==> config.mk <==
export PLATFORM = sky130hd
export DESIGN_NAME = msi_message_generator_flat
export DESIGN_NICKNAME = d
export VERILOG_FILES = /design/src/rtl/msi_pkg.sv /design/src/rtl/msi_link_if.sv /design/src/rtl/msi_message_generator.sv /design/src/flat_wrapper.sv
export SDC_FILE = /design/constraint.sdc
export NUM_CORES = 1
export LEC_CHECK = 0
export BUFFER_PORTS_ARGS = -buffer_cell sky130_fd_sc_hd__buf_2
export CORE_UTILIZATION = 40
export CTS_BUF_LIST = sky130_fd_sc_hd__clkbuf_4 sky130_fd_sc_hd__clkbuf_8 sky130_fd_sc_hd__clkbuf_16
export DETAILED_ROUTE_END_ITERATION = 6
export PLACE_DENSITY = 0.6
export SETUP_SLACK_MARGIN = 0.3
export SLEW_MARGIN = 0
export SYNTH_ARGS = -nofsm -noshare
export SYNTH_HDL_FRONTEND = slang
export SYNTH_SLANG_ARGS = --single-unit
==> constraint.sdc <==
create_clock -name clk -period 9.1 [get_ports clk]
set_input_delay 0.91 -clock clk [delete_from_list [all_inputs] [get_ports clk]]
set_output_delay 0.91 -clock clk [all_outputs]
set_load 0.02 [all_outputs]
==> src/rtl/msi_pkg.sv <==
`default_nettype none
package msi_pkg;
  // ------------------------------------------------------------
  // capability identification and control word layout
  // ------------------------------------------------------------
  localparam logic [7:0] CAP_ID = 8'h05;
  localparam logic [7:0] CAP_NEXT = 8'h00;
  localparam int CTL_BASE = 16;
  localparam int CTL_EN_POS = 0;
  localparam int CTL_REQ_LSB = 1;
  localparam int CTL_GNT_LSB = 4;
  localparam int CTL_WIDE_POS = 7;
  localparam logic [2:0] REQ_CODE = 3'h2;
  localparam logic WIDE_SUPPORT = 1'b1;
  localparam logic RST_EN = 1'b0;
  localparam logic [2:0] RST_GNT = 3'h0;
  localparam int SRC_NUM = 4;
  localparam int VEC_BITS = 5;

  // ------------------------------------------------------------
  // device configuration offsets
  // ------------------------------------------------------------
  localparam logic [4:0] OFS_HDR = 5'h00;
  localparam logic [4:0] OFS_ADDR_LO = 5'h04;
  localparam logic [4:0] OFS_ADDR_HI = 5'h08;
  localparam logic [4:0] OFS_DATA = 5'h0c;
  localparam logic [4:0] OFS_CMDSTAT = 5'h10;

  // ------------------------------------------------------------
  // command and status fields (status sits at bits 31:16)
  // ------------------------------------------------------------
  localparam int CMD_SERR_EN_POS = 8;
  localparam int STAT_MDPE_POS = 8;
  localparam int STAT_RTA_POS = 12;
  localparam int STAT_RMA_POS = 13;
  localparam int STAT_SSE_POS = 14;
  localparam int STAT_DPE_POS = 15;
  localparam logic [15:0] RST_CMD = 16'h0000;
  localparam logic [15:0] RST_STAT = 16'h0000;
  localparam logic [3:0] BE_ALL_N = 4'h0;
  localparam logic [3:0] BE_DATA_WORD = 4'h3;

  // ------------------------------------------------------------
  // receiver software registers
  // ------------------------------------------------------------
  localparam logic [7:0] HOFS_CFG_ADDR = 8'h00;
  localparam logic [7:0] HOFS_CFG_WDATA = 8'h04;
  localparam logic [7:0] HOFS_CFG_CTRL = 8'h08;
  localparam logic [7:0] HOFS_CFG_RDATA = 8'h0c;
  localparam logic [7:0] HOFS_PENDING = 8'h10;
  localparam logic [7:0] HOFS_FAULT = 8'h14;
  localparam int HCTL_WGO_POS = 0;
  localparam int HCTL_RGO_POS = 1;
  localparam int HCTL_BE_LSB = 4;
  localparam int HFLT_TA_POS = 0;
  localparam int HFLT_MA_POS = 1;
  localparam int HFLT_PE_POS = 2;
  localparam int HFLT_SERR_POS = 8;
  localparam int HFLT_INTX_POS = 9;
  localparam logic [3:0] RST_HBE = 4'hf;
endpackage : msi_pkg
`default_nettype wire

==> src/rtl/msi_link_if.sv <==
`default_nettype none
interface msi_link_if (
  input wire logic clk
);
  // configuration access
  logic [4:0] cfgAddr;
  logic [31:0] cfgWdata;
  logic [3:0] cfgBe;
  logic cfgWe;
  logic cfgRe;
  logic [31:0] cfgRdata;
  // message write
  logic mwReq;
  logic [63:0] mwAddr;
  logic mwDac;
  logic [31:0] mwData;
  logic [3:0] mwBeN;
  logic mwDone;
  logic mwMasterAbort;
  logic mwTargetAbort;
  logic mwParityErr;
  // side-band pins, active low
  logic serrN;
  logic intxN;

  modport dev (
    input cfgAddr, cfgWdata, cfgBe, cfgWe, cfgRe,
    output cfgRdata,
    output mwReq, mwAddr, mwDac, mwData, mwBeN,
    input mwDone, mwMasterAbort, mwTargetAbort, mwParityErr,
    output serrN, intxN
  );
  modport host (
    output cfgAddr, cfgWdata, cfgBe, cfgWe, cfgRe,
    input cfgRdata,
    input mwReq, mwAddr, mwDac, mwData, mwBeN,
    output mwDone, mwMasterAbort, mwTargetAbort, mwParityErr,
    input serrN, intxN
  );
endinterface : msi_link_if
`default_nettype wire

==> src/rtl/msi_message_generator.sv <==
// Local design decisions: the address-and-strobe port and the register addresses.
`default_nettype none
module msi_message_generator (
  // link to the bus side
  msi_link_if.dev link,
  // clock and reset
  input wire logic clk,
  input wire logic rst,
  // interrupt sources
  input wire logic [msi_pkg::SRC_NUM-1:0] srcEvent,
  input wire logic [msi_pkg::SRC_NUM-1:0] srcRearm,
  input wire logic needAll,
  input wire logic ordered,
  input wire logic legacyReq,
  // status
  output logic msgEnabled,
  output logic [msi_pkg::SRC_NUM-1:0] srcPending,
  output logic busy
);

  // ------------------------------------------------------------
  // types and helpers
  // ------------------------------------------------------------
  typedef enum logic [1:0] {
    ST_IDLE = 2'b01,
    ST_WAIT = 2'b10
  } state_t;

  function automatic logic [31:0] mergeBytes(input logic [31:0] old, input logic [31:0] nw,
                                             input logic [3:0] be);
    logic [31:0] res;
    res = old;
    for (int b = 0; b < 4; b++)
    begin
      if (be[b])
      begin
        res[b*8 +: 8] = nw[b*8 +: 8];
      end
    end
    return res;
  endfunction : mergeBytes

  // granted count never exceeds the request; both stay powers of two
  function automatic logic [2:0] gntClamp(input logic [2:0] gnt);
    return (gnt > msi_pkg::REQ_CODE) ? msi_pkg::REQ_CODE : gnt;
  endfunction : gntClamp

  function automatic logic [msi_pkg::VEC_BITS-1:0] vecMask(input logic [2:0] gnt);
    logic [2:0] g;
    logic [msi_pkg::VEC_BITS-1:0] m;
    g = gntClamp(gnt);
    m = '0;
    for (int k = 0; k < msi_pkg::VEC_BITS; k++)
    begin
      if (k < int'(g))
      begin
        m[k] = 1'b1;
      end
    end
    return m;
  endfunction : vecMask

  // ------------------------------------------------------------
  // configuration state
  // ------------------------------------------------------------
  logic enR;
  logic [2:0] gntR;
  logic [31:0] addrLoR;
  logic [31:0] addrHiR;
  logic [15:0] dataR;
  logic [15:0] cmdR;
  logic [15:0] statR;
  logic [31:0] rdataR;
  logic [15:0] ctlWord;
  logic [31:0] loMerge;
  logic [31:0] dataMerge;
  logic [31:0] cmdMerge;
  logic [msi_pkg::VEC_BITS-1:0] mask;

  assign ctlWord = {8'h00, msi_pkg::WIDE_SUPPORT, gntR, msi_pkg::REQ_CODE, enR};
  assign mask = vecMask(gntR);
  assign loMerge = mergeBytes(addrLoR, link.cfgWdata, link.cfgBe);
  assign dataMerge = mergeBytes({16'h0000, dataR}, link.cfgWdata, link.cfgBe);
  assign cmdMerge = mergeBytes({16'h0000, cmdR}, link.cfgWdata, link.cfgBe);

  always_ff @(posedge clk or posedge rst)
  begin
    if (rst)
    begin
      enR <= msi_pkg::RST_EN;
      gntR <= msi_pkg::RST_GNT;
    end
    else if (link.cfgWe && link.cfgAddr == msi_pkg::OFS_HDR && link.cfgBe[2])
    begin
      enR <= link.cfgWdata[msi_pkg::CTL_BASE + msi_pkg::CTL_EN_POS];
      gntR <= gntClamp(link.cfgWdata[msi_pkg::CTL_BASE + msi_pkg::CTL_GNT_LSB +: 3]);
    end
  end

  always_ff @(posedge clk or posedge rst)
  begin
    if (rst)
    begin
      addrLoR <= '0;
      addrHiR <= '0;
      dataR <= '0;
      cmdR <= msi_pkg::RST_CMD;
    end
    else if (link.cfgWe)
    begin
      case (link.cfgAddr)
        msi_pkg::OFS_ADDR_LO: addrLoR <= {loMerge[31:2], 2'b00};
        msi_pkg::OFS_ADDR_HI: addrHiR <= mergeBytes(addrHiR, link.cfgWdata, link.cfgBe);
        msi_pkg::OFS_DATA: dataR <= dataMerge[15:0];
        msi_pkg::OFS_CMDSTAT: cmdR <= cmdMerge[15:0];
        default: cmdR <= cmdR;
      endcase
    end
  end

  always_ff @(posedge clk or posedge rst)
  begin
    if (rst)
    begin
      rdataR <= '0;
    end
    else if (link.cfgRe)
    begin
      case (link.cfgAddr)
        msi_pkg::OFS_HDR: rdataR <= {ctlWord, msi_pkg::CAP_NEXT, msi_pkg::CAP_ID};
        msi_pkg::OFS_ADDR_LO: rdataR <= addrLoR;
        msi_pkg::OFS_ADDR_HI: rdataR <= addrHiR;
        msi_pkg::OFS_DATA: rdataR <= {16'h0000, dataR};
        msi_pkg::OFS_CMDSTAT: rdataR <= {statR, cmdR};
        default: rdataR <= '0;
      endcase
    end
  end

  // ------------------------------------------------------------
  // sources: pending and rearm locks
  // ------------------------------------------------------------
  state_t stateR;
  logic [msi_pkg::SRC_NUM-1:0] pendR;
  logic [msi_pkg::SRC_NUM-1:0] lockR;
  logic [msi_pkg::SRC_NUM-1:0] eligible;
  logic [msi_pkg::VEC_BITS-1:0] curVecR;
  logic doneOk;
  logic doneBad;
  logic [msi_pkg::SRC_NUM-1:0] hitVec;
  logic [msi_pkg::VEC_BITS-1:0] pickVec;
  logic pickAny;

  assign doneOk = stateR == ST_WAIT && link.mwDone && !link.mwMasterAbort
                  && !link.mwTargetAbort && !link.mwParityErr;
  assign doneBad = stateR == ST_WAIT && link.mwDone && !doneOk;

  always_comb
  begin
    pickVec = '0;
    pickAny = 1'b0;
    for (int i = 0; i < msi_pkg::SRC_NUM; i++)
    begin
      // sources beyond the grant share a vector
      hitVec[i] = (msi_pkg::VEC_BITS'(i) & mask) == curVecR;
      eligible[i] = pendR[i] && enR && !(needAll && lockR[i])
                    && !(ordered && |lockR);
    end
    for (int i = msi_pkg::SRC_NUM - 1; i >= 0; i--)
    begin
      if (eligible[i])
      begin
        pickVec = msi_pkg::VEC_BITS'(i) & mask;
        pickAny = 1'b1;
      end
    end
  end

  always_ff @(posedge clk or posedge rst)
  begin
    if (rst)
    begin
      pendR <= '0;
      lockR <= '0;
    end
    else
    begin
      for (int i = 0; i < msi_pkg::SRC_NUM; i++)
      begin
        // a new event wins over a completing write
        if (srcEvent[i])
        begin
          pendR[i] <= 1'b1;
        end
        else if (doneOk && hitVec[i])
        begin
          pendR[i] <= 1'b0;
        end
        if (doneOk && hitVec[i] && (needAll || ordered))
        begin
          lockR[i] <= 1'b1;
        end
        else if (srcRearm[i])
        begin
          lockR[i] <= 1'b0;
        end
      end
    end
  end

  // ------------------------------------------------------------
  // message write sequencer
  // ------------------------------------------------------------
  always_ff @(posedge clk or posedge rst)
  begin
    if (rst)
    begin
      stateR <= ST_IDLE;
      curVecR <= '0;
      link.mwReq <= 1'b0;
      link.mwAddr <= '0;
      link.mwDac <= 1'b0;
      link.mwData <= '0;
      link.mwBeN <= msi_pkg::BE_ALL_N;
    end
    else
    begin
      case (stateR)
        ST_IDLE:
        begin
          if (pickAny)
          begin
            stateR <= ST_WAIT;
            curVecR <= pickVec;
            link.mwReq <= 1'b1;
            link.mwAddr <= {addrHiR, addrLoR};
            link.mwDac <= addrHiR != 32'h00000000;
            link.mwData <= {16'h0000, dataR[15:msi_pkg::VEC_BITS],
                            (dataR[msi_pkg::VEC_BITS-1:0] & ~mask) | (pickVec & mask)};
            link.mwBeN <= msi_pkg::BE_ALL_N;
          end
        end
        ST_WAIT:
        begin
          if (link.mwDone)
          begin
            stateR <= ST_IDLE;
            link.mwReq <= 1'b0;
          end
        end
        default:
        begin
          stateR <= ST_IDLE;
          link.mwReq <= 1'b0;
        end
      endcase
    end
  end

  // ------------------------------------------------------------
  // error reporting and side-band pins
  // ------------------------------------------------------------
  always_ff @(posedge clk or posedge rst)
  begin
    if (rst)
    begin
      statR <= msi_pkg::RST_STAT;
      link.serrN <= 1'b1;
    end
    else
    begin
      link.serrN <= !(doneBad && cmdR[msi_pkg::CMD_SERR_EN_POS]);
      for (int k = 0; k < 16; k++)
      begin
        // set wins over a write-one clear
        if (link.cfgWe && link.cfgAddr == msi_pkg::OFS_CMDSTAT && link.cfgBe[2 + k/8]
            && link.cfgWdata[16 + k])
        begin
          statR[k] <= 1'b0;
        end
      end
      if (doneBad && link.mwMasterAbort)
      begin
        statR[msi_pkg::STAT_RMA_POS] <= 1'b1;
      end
      if (doneBad && link.mwTargetAbort)
      begin
        statR[msi_pkg::STAT_RTA_POS] <= 1'b1;
      end
      if (doneBad && link.mwParityErr)
      begin
        statR[msi_pkg::STAT_MDPE_POS] <= 1'b1;
        statR[msi_pkg::STAT_DPE_POS] <= 1'b1;
      end
      if (doneBad && cmdR[msi_pkg::CMD_SERR_EN_POS])
      begin
        statR[msi_pkg::STAT_SSE_POS] <= 1'b1;
      end
    end
  end

  always_ff @(posedge clk or posedge rst)
  begin
    if (rst)
    begin
      link.intxN <= 1'b1;
      msgEnabled <= 1'b0;
    end
    else
    begin
      link.intxN <= !(legacyReq && !enR);
      msgEnabled <= enR;
    end
  end

  assign link.cfgRdata = rdataR;
  assign srcPending = pendR;
  assign busy = stateR[1];

endmodule : msi_message_generator
`default_nettype wire

==> src/flat_wrapper.sv <==
// flat-port wrapper written by rule: the top's interface ports become plain ports
module msi_message_generator_flat 
  (clk, rst, srcEvent, srcRearm, needAll, ordered, legacyReq, msgEnabled, srcPending, busy, link_cfgAddr, link_cfgWdata, link_cfgBe, link_cfgWe, link_cfgRe, link_cfgRdata, link_mwReq, link_mwAddr, link_mwDac, link_mwData, link_mwBeN, link_mwDone, link_mwMasterAbort, link_mwTargetAbort, link_mwParityErr, link_serrN, link_intxN);
  msi_link_if link_i (.clk(clk));
  input wire logic clk;
  input wire logic rst;
  input wire logic [msi_pkg::SRC_NUM-1:0] srcEvent;
  input wire logic [msi_pkg::SRC_NUM-1:0] srcRearm;
  input wire logic needAll;
  input wire logic ordered;
  input wire logic legacyReq;
  output logic msgEnabled;
  output logic [msi_pkg::SRC_NUM-1:0] srcPending;
  output logic busy;
  input wire logic [$bits(link_i.cfgAddr)-1:0] link_cfgAddr;
  input wire logic [$bits(link_i.cfgWdata)-1:0] link_cfgWdata;
  input wire logic [$bits(link_i.cfgBe)-1:0] link_cfgBe;
  input wire logic [$bits(link_i.cfgWe)-1:0] link_cfgWe;
  input wire logic [$bits(link_i.cfgRe)-1:0] link_cfgRe;
  output wire logic [$bits(link_i.cfgRdata)-1:0] link_cfgRdata;
  output wire logic [$bits(link_i.mwReq)-1:0] link_mwReq;
  output wire logic [$bits(link_i.mwAddr)-1:0] link_mwAddr;
  output wire logic [$bits(link_i.mwDac)-1:0] link_mwDac;
  output wire logic [$bits(link_i.mwData)-1:0] link_mwData;
  output wire logic [$bits(link_i.mwBeN)-1:0] link_mwBeN;
  input wire logic [$bits(link_i.mwDone)-1:0] link_mwDone;
  input wire logic [$bits(link_i.mwMasterAbort)-1:0] link_mwMasterAbort;
  input wire logic [$bits(link_i.mwTargetAbort)-1:0] link_mwTargetAbort;
  input wire logic [$bits(link_i.mwParityErr)-1:0] link_mwParityErr;
  output wire logic [$bits(link_i.serrN)-1:0] link_serrN;
  output wire logic [$bits(link_i.intxN)-1:0] link_intxN;
  assign link_i.cfgAddr = link_cfgAddr;
  assign link_i.cfgWdata = link_cfgWdata;
  assign link_i.cfgBe = link_cfgBe;
  assign link_i.cfgWe = link_cfgWe;
  assign link_i.cfgRe = link_cfgRe;
  assign link_cfgRdata = link_i.cfgRdata;
  assign link_mwReq = link_i.mwReq;
  assign link_mwAddr = link_i.mwAddr;
  assign link_mwDac = link_i.mwDac;
  assign link_mwData = link_i.mwData;
  assign link_mwBeN = link_i.mwBeN;
  assign link_i.mwDone = link_mwDone;
  assign link_i.mwMasterAbort = link_mwMasterAbort;
  assign link_i.mwTargetAbort = link_mwTargetAbort;
  assign link_i.mwParityErr = link_mwParityErr;
  assign link_serrN = link_i.serrN;
  assign link_intxN = link_i.intxN;
  msi_message_generator u_core (.link(link_i), .clk(clk), .rst(rst), .srcEvent(srcEvent), .srcRearm(srcRearm), .needAll(needAll), .ordered(ordered), .legacyReq(legacyReq), .msgEnabled(msgEnabled), .srcPending(srcPending), .busy(busy));
endmodule
Yosys cells after proc, flatten, opt, wreduce, memory -nomap -nowiden

Index checks and enable logic that the tools add are counted.

Bits in registers: 233
Output and inout port bits: 142

Bitwise gates (word level): 4
Equality and inequality tests: 11
Reduce and logical (&&, ||, !) cells: 88
Magnitude comparators: 7
Muxes and demuxes: 48

Operator list:

| kind                                                                             | number |
|---|---|
| 32-bit one-hot mux with 5 select lines                                           | 1 |
| 1-bit logical AND                                                                | 44 |
| 1-bit two-way mux                                                                | 37 |
| 3-bit AND reduction                                                              | 12 |
| 32-bit nonzero test                                                              | 1 |
| 2-bit nonzero test                                                               | 13 |
| 1-bit logical NOT                                                                | 12 |
| 2-bit two-way mux                                                                | 6 |
| 2-bit by 5-bit == test with 1-bit output                                         | 2 |
| 5-bit by 4-bit == test with 1-bit output (second input constant)                 | 2 |
| 5-bit logical NOT                                                                | 2 |
| 3-bit by 2-bit greater-than comparator with 1-bit output (second input constant) | 2 |
| 1-bit by 3-bit less-than comparator with 1-bit output (first input constant)     | 2 |
| 2-bit by 3-bit less-than comparator with 1-bit output (first input constant)     | 2 |
| 3-bit two-way mux                                                                | 2 |
| 2-bit by 5-bit bitwise AND with 5-bit output                                     | 1 |
| 5-bit bitwise AND                                                                | 1 |
| 1-bit by 5-bit == test with 1-bit output                                         | 1 |
| 5-bit by 3-bit == test with 1-bit output (second input constant)                 | 1 |
| 5-bit == test (second input constant)                                            | 1 |
| 5-bit NOT                                                                        | 1 |
| 5-bit OR                                                                         | 1 |
| 2-bit one-hot mux with 2 select lines                                            | 1 |
| 2-bit AND reduction                                                              | 2 |
| 8 further kinds                                                                  | 8 |

Logic depth before layout (Yosys ltp)

Depth in word-level cells: 10
Mapped depth: 8

Worst setup path after synthesis

No wires, ideal clock.

Kind: input -> register
From: in link_cfgAddr[4]
To: reg u_core.addrHiR[0]
Library setup time: 0.125 ns
Arrival time: 2.361 ns
Path buffers: 1
Setup slack: 6.615 ns
Stages on the path: 5
Cells stage by stage: or3_1 -> nor3b_2 -> and3_1 -> buf_4 -> mux2_2

Longest elaborated chain between the ends: 2

Ends and longest elaborated chain:

| element                                  | RTL line                     | RTL |
|---|---|---|
| start, declared                          | flat_wrapper.sv:15           | `input wire logic [$bits(link_i.cfgAddr)-1:0] link_cfgAddr;` |
| 5-bit by 4-bit == test with 1-bit output | msi_message_generator.sv:111 | `case (link.cfgAddr)` |
| 3-bit AND reduction (no line)            | n/a                          |  |
| end signal, assigned                     | msi_message_generator.sv:113 | `msi_pkg::OFS_ADDR_HI: addrHiR <= mergeBytes(addrHiR, link.cfgWdata, link.cfgBe);` |
| end, declared                            | msi_message_generator.sv:69  | `logic [31:0] addrHiR;` |

Every way passes these cells.
A chain may end at the register's enable or synchronous reset.

Final worst setup path

From: in needAll
To: reg u_core.link.mwAddr[57]

Longest elaborated chain between the ends: 9
Elaborated cells between the ends (all ways): 21

Ends and longest elaborated chain:

| element                         | RTL line                     | RTL |
|---|---|---|
| start, declared                 | flat_wrapper.sv:9            | `input wire logic needAll;` |
| 1-bit logical AND               | msi_message_generator.sv:166 | `eligible[i] = pendR[i] && enR && !(needAll && lockR[i])` |
| 1-bit logical NOT               | msi_message_generator.sv:166 |  |
| 1-bit logical AND               | msi_message_generator.sv:166 |  |
| 1-bit logical AND               | msi_message_generator.sv:167 | `&& !(ordered && \|lockR);` |
| 1-bit two-way mux (3 in series) | msi_message_generator.sv:171 | `if (eligible[i])` |
| 1-bit two-way mux *             | msi_message_generator.sv:171 |  |
| 2-bit AND reduction (no line) * | n/a                          |  |
| end signal, assigned            | msi_message_generator.sv:236 | `link.mwAddr <= {addrHiR, addrLoR};` |
| end, declared                   | msi_link_if.sv:29            | `output mwReq, mwAddr, mwDac, mwData, mwBeN,` |

Every way passes the cells marked *; elsewhere a longest branch is shown, timed or not.

==> flow_results.xml <==
<?xml version="1.0" encoding="UTF-8"?>
<metrics>
  <group name="sta">
    <metric name="worst_tran_pin_value" unit="ns">0.8519</metric>
    <metric name="setup-tns-final" unit="ns">0</metric>
    <metric name="finalCritPeriodShare" unit="%">31.74</metric>
    <metric name="post-route-min-period" unit="ns">2.888</metric>
    <metric name="relSlewSlack" unit="%">43.21</metric>
    <metric name="finalSetupViolCount" unit="">0</metric>
    <metric name="final_max_slew_viol_count" unit="">0</metric>
    <metric name="rsz0062_at_grt" unit="">no</metric>
    <metric name="finalHoldViolations" unit="">0</metric>
    <metric name="fmax" unit="MHz">346.3</metric>
    <metric name="fin_worst_skew" unit="ns">0.01644</metric>
  </group>
  <group name="clock_tree">
    <metric name="tritoncts.num_buffers" unit="">25</metric>
    <metric name="post-cts-setup-buffer-count" unit="">0</metric>
    <metric name="tritoncts" unit="">yes</metric>
    <metric name="insertion_delay" unit="ns">0.52</metric>
    <metric name="clock_sink_count" unit="">229</metric>
    <metric name="htree_levels" unit="">1</metric>
    <metric name="clock_tree.buffer_depth" unit="">3</metric>
    <metric name="clock_transition_time_at_the_flip_flop_clock_pins_of_the_worst_setup_and_hold_paths" unit="ns">0.06</metric>
    <metric name="clock-root-buffer" unit="">clkbuf_16</metric>
    <metric name="postCtsResizedCells" unit="">0</metric>
    <metric name="cts_hold_repair.buffers" unit="">0</metric>
  </group>
  <group name="route">
    <metric name="drt_wl_total" unit="µm">23260</metric>
    <metric name="drt_drc_violations_left" unit="">0</metric>
    <metric name="vias_per_cell" unit="">5.153</metric>
    <metric name="first_iter_violations" unit="">281</metric>
    <metric name="routed-via-count" unit="">6313</metric>
    <metric name="wire_per_inst" unit="µm">18.98</metric>
    <metric name="route.antenna.remaining_nets" unit="">0</metric>
    <metric name="detailedRoute.firstPassIterationCount" unit="">4</metric>
  </group>
  <group name="setup_path">
    <metric name="timing.critical_path.cells" unit="">buf_2 &gt; o21ba_1 &gt; a221o_1 &gt; o31ai_4 &gt; buf_4 &gt; buf_4 &gt; mux2_2</metric>
    <metric name="path_buf_inv" unit="">3</metric>
    <metric name="crit_top_cell" unit="">buf_4</metric>
    <metric name="worstSetupStartpointType" unit="">primary input</metric>
    <metric name="signal_arrival_time_at_the_worst_endpoint" unit="ns">3.28</metric>
    <metric name="timing.critical_path.slowest_stage_cell" unit="">buf_4</metric>
    <metric name="classification_of_the_worst_setup_path" unit="">in2reg</metric>
    <metric name="critical_path_peak_fanout" unit="">44</metric>
    <metric name="critPathRequiredTime" unit="ns">9.49</metric>
    <metric name="crit_path_end_kind" unit="">flip-flop</metric>
    <metric name="timing.critical_path.max_delay_family" unit="">buffers and inverters</metric>
    <metric name="max_stage_delay" unit="ns">0.62</metric>
  </group>
  <group name="layout">
    <metric name="fillers" unit="">2109</metric>
    <metric name="finish.utilization" unit="%">49.40</metric>
    <metric name="final_net_count" unit="">945</metric>
    <metric name="finalInstanceArea" unit="mm²">0.01160</metric>
    <metric name="drive_gt1_share" unit="%">42.59</metric>
    <metric name="syn_to_final_growth" unit="%">21.17</metric>
  </group>
  <group name="global_routing">
    <metric name="grt_start_max_net_pins" unit="">124</metric>
    <metric name="grt_overflow" unit="">0</metric>
    <metric name="grt_pass1_vias" unit="">6393</metric>
    <metric name="gr-usage-all-layers" unit="%">19.37</metric>
    <metric name="grt_antenna_before_repair" unit="">2</metric>
    <metric name="grt_first_pass_wirelength" unit="µm">36640</metric>
  </group>
  <group name="floorplanning">
    <metric name="rows" unit="">56</metric>
    <metric name="pin_count" unit="">202</metric>
    <metric name="start_util" unit="%">40.77</metric>
    <metric name="dieArea" unit="mm²">0.02455</metric>
    <metric name="fp.coreArea" unit="mm²">0.02347</metric>
    <metric name="die_h" unit="µm">156.7</metric>
    <metric name="dieWidth" unit="µm">156.7</metric>
  </group>
  <group name="power_and_ir_drop">
    <metric name="power.static_leakage" unit="nW">5.773</metric>
    <metric name="power-per-cell-area" unit="mW/mm²">263.0</metric>
    <metric name="ir_drop" unit="µV">171.2</metric>
  </group>
  <group name="yosys">
    <metric name="mean_instance_size_in_the_synthesized_netlist" unit="µm²">13.50</metric>
    <metric name="ys.warnings.count" unit="">0</metric>
    <metric name="synthesis.instances" unit="">709</metric>
    <metric name="synth_enable_flop_cells" unit="">0</metric>
    <metric name="postSynth.asyncResetShare" unit="%">100.0</metric>
    <metric name="yosys.cell_types.count" unit="">45</metric>
    <metric name="synth-seq-area-share" unit="%">59.92</metric>
    <metric name="syn_area" unit="mm²">0.009570</metric>
    <metric name="synth-seq-cells" unit="">229</metric>
    <metric name="ys_dominant_reg_cell" unit="">dfrtp_1</metric>
  </group>
  <group name="placement">
    <metric name="post_dp_cell_area" unit="mm²">0.01066</metric>
    <metric name="finalWeightedCongestion" unit="">0.7912</metric>
    <metric name="hpwlAfterDp" unit="µm">15380</metric>
    <metric name="port_buffers" unit="">179</metric>
  </group>
  <group name="worst_hold_path">
    <metric name="hold_path.class" unit="">reg2reg</metric>
  </group>
  <group name="status">
    <metric name="run_status" unit="">finished, final reports clean</metric>
  </group>
  <group name="job">
    <metric name="maxCapViolCount" unit="">0</metric>
  </group>
</metrics>
-- layout make-up --
| cell class | instances | area [µm²] | share of cell area (%) |
|---|---|---|---|
| Clock inverter | 12 | 191.4 | 1.651 |
| Antenna cell | 2 | 5.005 | 0.04316 |
| Clock buffer | 34 | 743.2 | 6.409 |
| Inverter | 43 | 168.9 | 1.457 |
| Tap cell | 319 | 399.1 | 3.442 |
| Timing Repair Buffer | 189 | 970.9 | 8.373 |
| Sequential cell | 229 | 5734 | 49.45 |
| Multi-Input combinational cell | 397 | 3383 | 29.18 |
-- worst paths after layout --
kind,from,depth (start not counted),slack (ns),to
worst max register to register,u_core.srcPending[1],6,6.30,u_core.link.mwAddr[57]
max in group asynchronous,rst,3,7.29,u_core.addrLoR[2]
worst min register to register,u_core.link.mwAddr[25],1,0.49,u_core.link.mwAddr[25]
worst max-delay path,needAll,7,6.21,u_core.link.mwAddr[57]
min in group asynchronous,rst,2,0.57,u_core.link.mwData[14]
worst min-delay path,u_core.link.mwAddr[25],1,0.49,u_core.link.mwAddr[25]
-- layer usage --
metal  track usage [%]  part of all wire (%)
met1             26.20                    46
met2             32.21                    47
met3             3.932                   5.5
met4             3.968                   1.6
met5                 0                     0
-- cell families after synthesis --
family                 share of synthesized area (%)
AO/OA/AOI/OAI                                  9.975
XOR/XNOR                                      0.1831
buffers and inverters                          5.687
flip-flops                                     59.92
multiplexers                                   20.12
other                                        0.03918
AND/OR/NAND/NOR                                4.079
-- power by group --
| group | switching (mW) | total (mW) | internal, mW |
|---|---|---|---|
| clock network | 0.410 | 1.12 | 0.713 |
| registers | 0.123 | 1.33 | 1.21 |
| logic | 0.348 | 0.597 | 0.249 |
| total | 0.881 | 3.05 | 2.17 |
-- placed cells by master (no fill, tap or decap), types with 6 or more instances in the layout --
master | netlist | layout
o21ai_0 | 23 | 23
a22oi_1 | 32 | 32
conb_1 | 1 | 22
mux2_1 | 32 | 32
dfrtp_1 | 226 | 226
clkbuf_8 | 0 | 8
buf_4 | 29 | 10
nand2b_1 | 6 | 6
a222oi_1 | 6 | 6
clkbuf_16 | 0 | 25
a21oi_1 | 10 | 10
a22o_1 | 9 | 9
and3_1 | 14 | 14
nor2_1 | 8 | 8
nor4_1 | 8 | 8
buf_2 | 18 | 179
mux2_2 | 139 | 139
a21o_1 | 14 | 14
nand2_1 | 13 | 13
inv_1 | 43 | 42
o22ai_1 | 23 | 23
-- sequential cells by signal (all words and copies together) (netlist names) --
signal / count
u_core.gntR: 3
u_core.link.cfgRdata: 32
u_core.srcPending: 4
u_core.link.mwReq: 1
u_core.lockR: 4
u_core.curVecR: 2
u_core.addrHiR: 32
u_core.link.intxN: 1
u_core.stateR: 1
u_core.addrLoR: 30
u_core.cmdR: 16
u_core.enR: 1
u_core.link.serrN: 1
u_core.dataR: 16
u_core.link.mwDac: 1
u_core.link.mwAddr: 62
u_core.statR: 5
u_core.msgEnabled: 1
u_core.link.mwData: 16
-- cells in the mapped netlist (2+ instances only) --
cell type  instances  area share, %
a21o_1            14            1.1
o21bai_1           2           0.16
a221oi_1           3           0.27
nor4_1             8           0.52
dfstp_2            3           0.82
dfrtp_1          226             59
nor3b_2            2           0.26
buf_2             18           0.94
nand4_1            4           0.26
mux2_2           139             16
mux2_1            32            3.8
nand3_1            3           0.16
o22ai_1           23            1.5
inv_1             43            1.7
a222oi_1           6           0.63
nand2b_1           6           0.39
or4_1              2           0.16
a21oi_1           10           0.52
nand2_1           13           0.51
nor2b_1            3           0.20
a211oi_1           2           0.16
clkbuf_1          11           0.43
and3_1            14           0.92
or3_1              2           0.13
xnor2_1            2           0.18
nor2_1             8           0.31
buf_4             29            2.3
a22o_1             9           0.82
buf_6              3           0.35
o21ai_0           23            1.2
a22oi_1           32            2.5
-- metrics by stage --
step / hold slack [ns] / cells / total power [mW] / setup slack, ns
6_report: 0.4874 / 1225 / 3.050 / 6.212
5_1_grt: 0.5058 / 1223 / 3.188 / 6.079
4_1_cts: 0.4899 / 1223 / 3.088 / 6.195
3_5_place_dp: 0.4754 / 1177 / 1.955 / 5.660
3_3_place_gp: 0.4727 / 1177 / 1.945 / 5.709
2_1_floorplan: 0.4301 / 730 / 1.729 / 1.919
(Power assumes the default switching activity.)
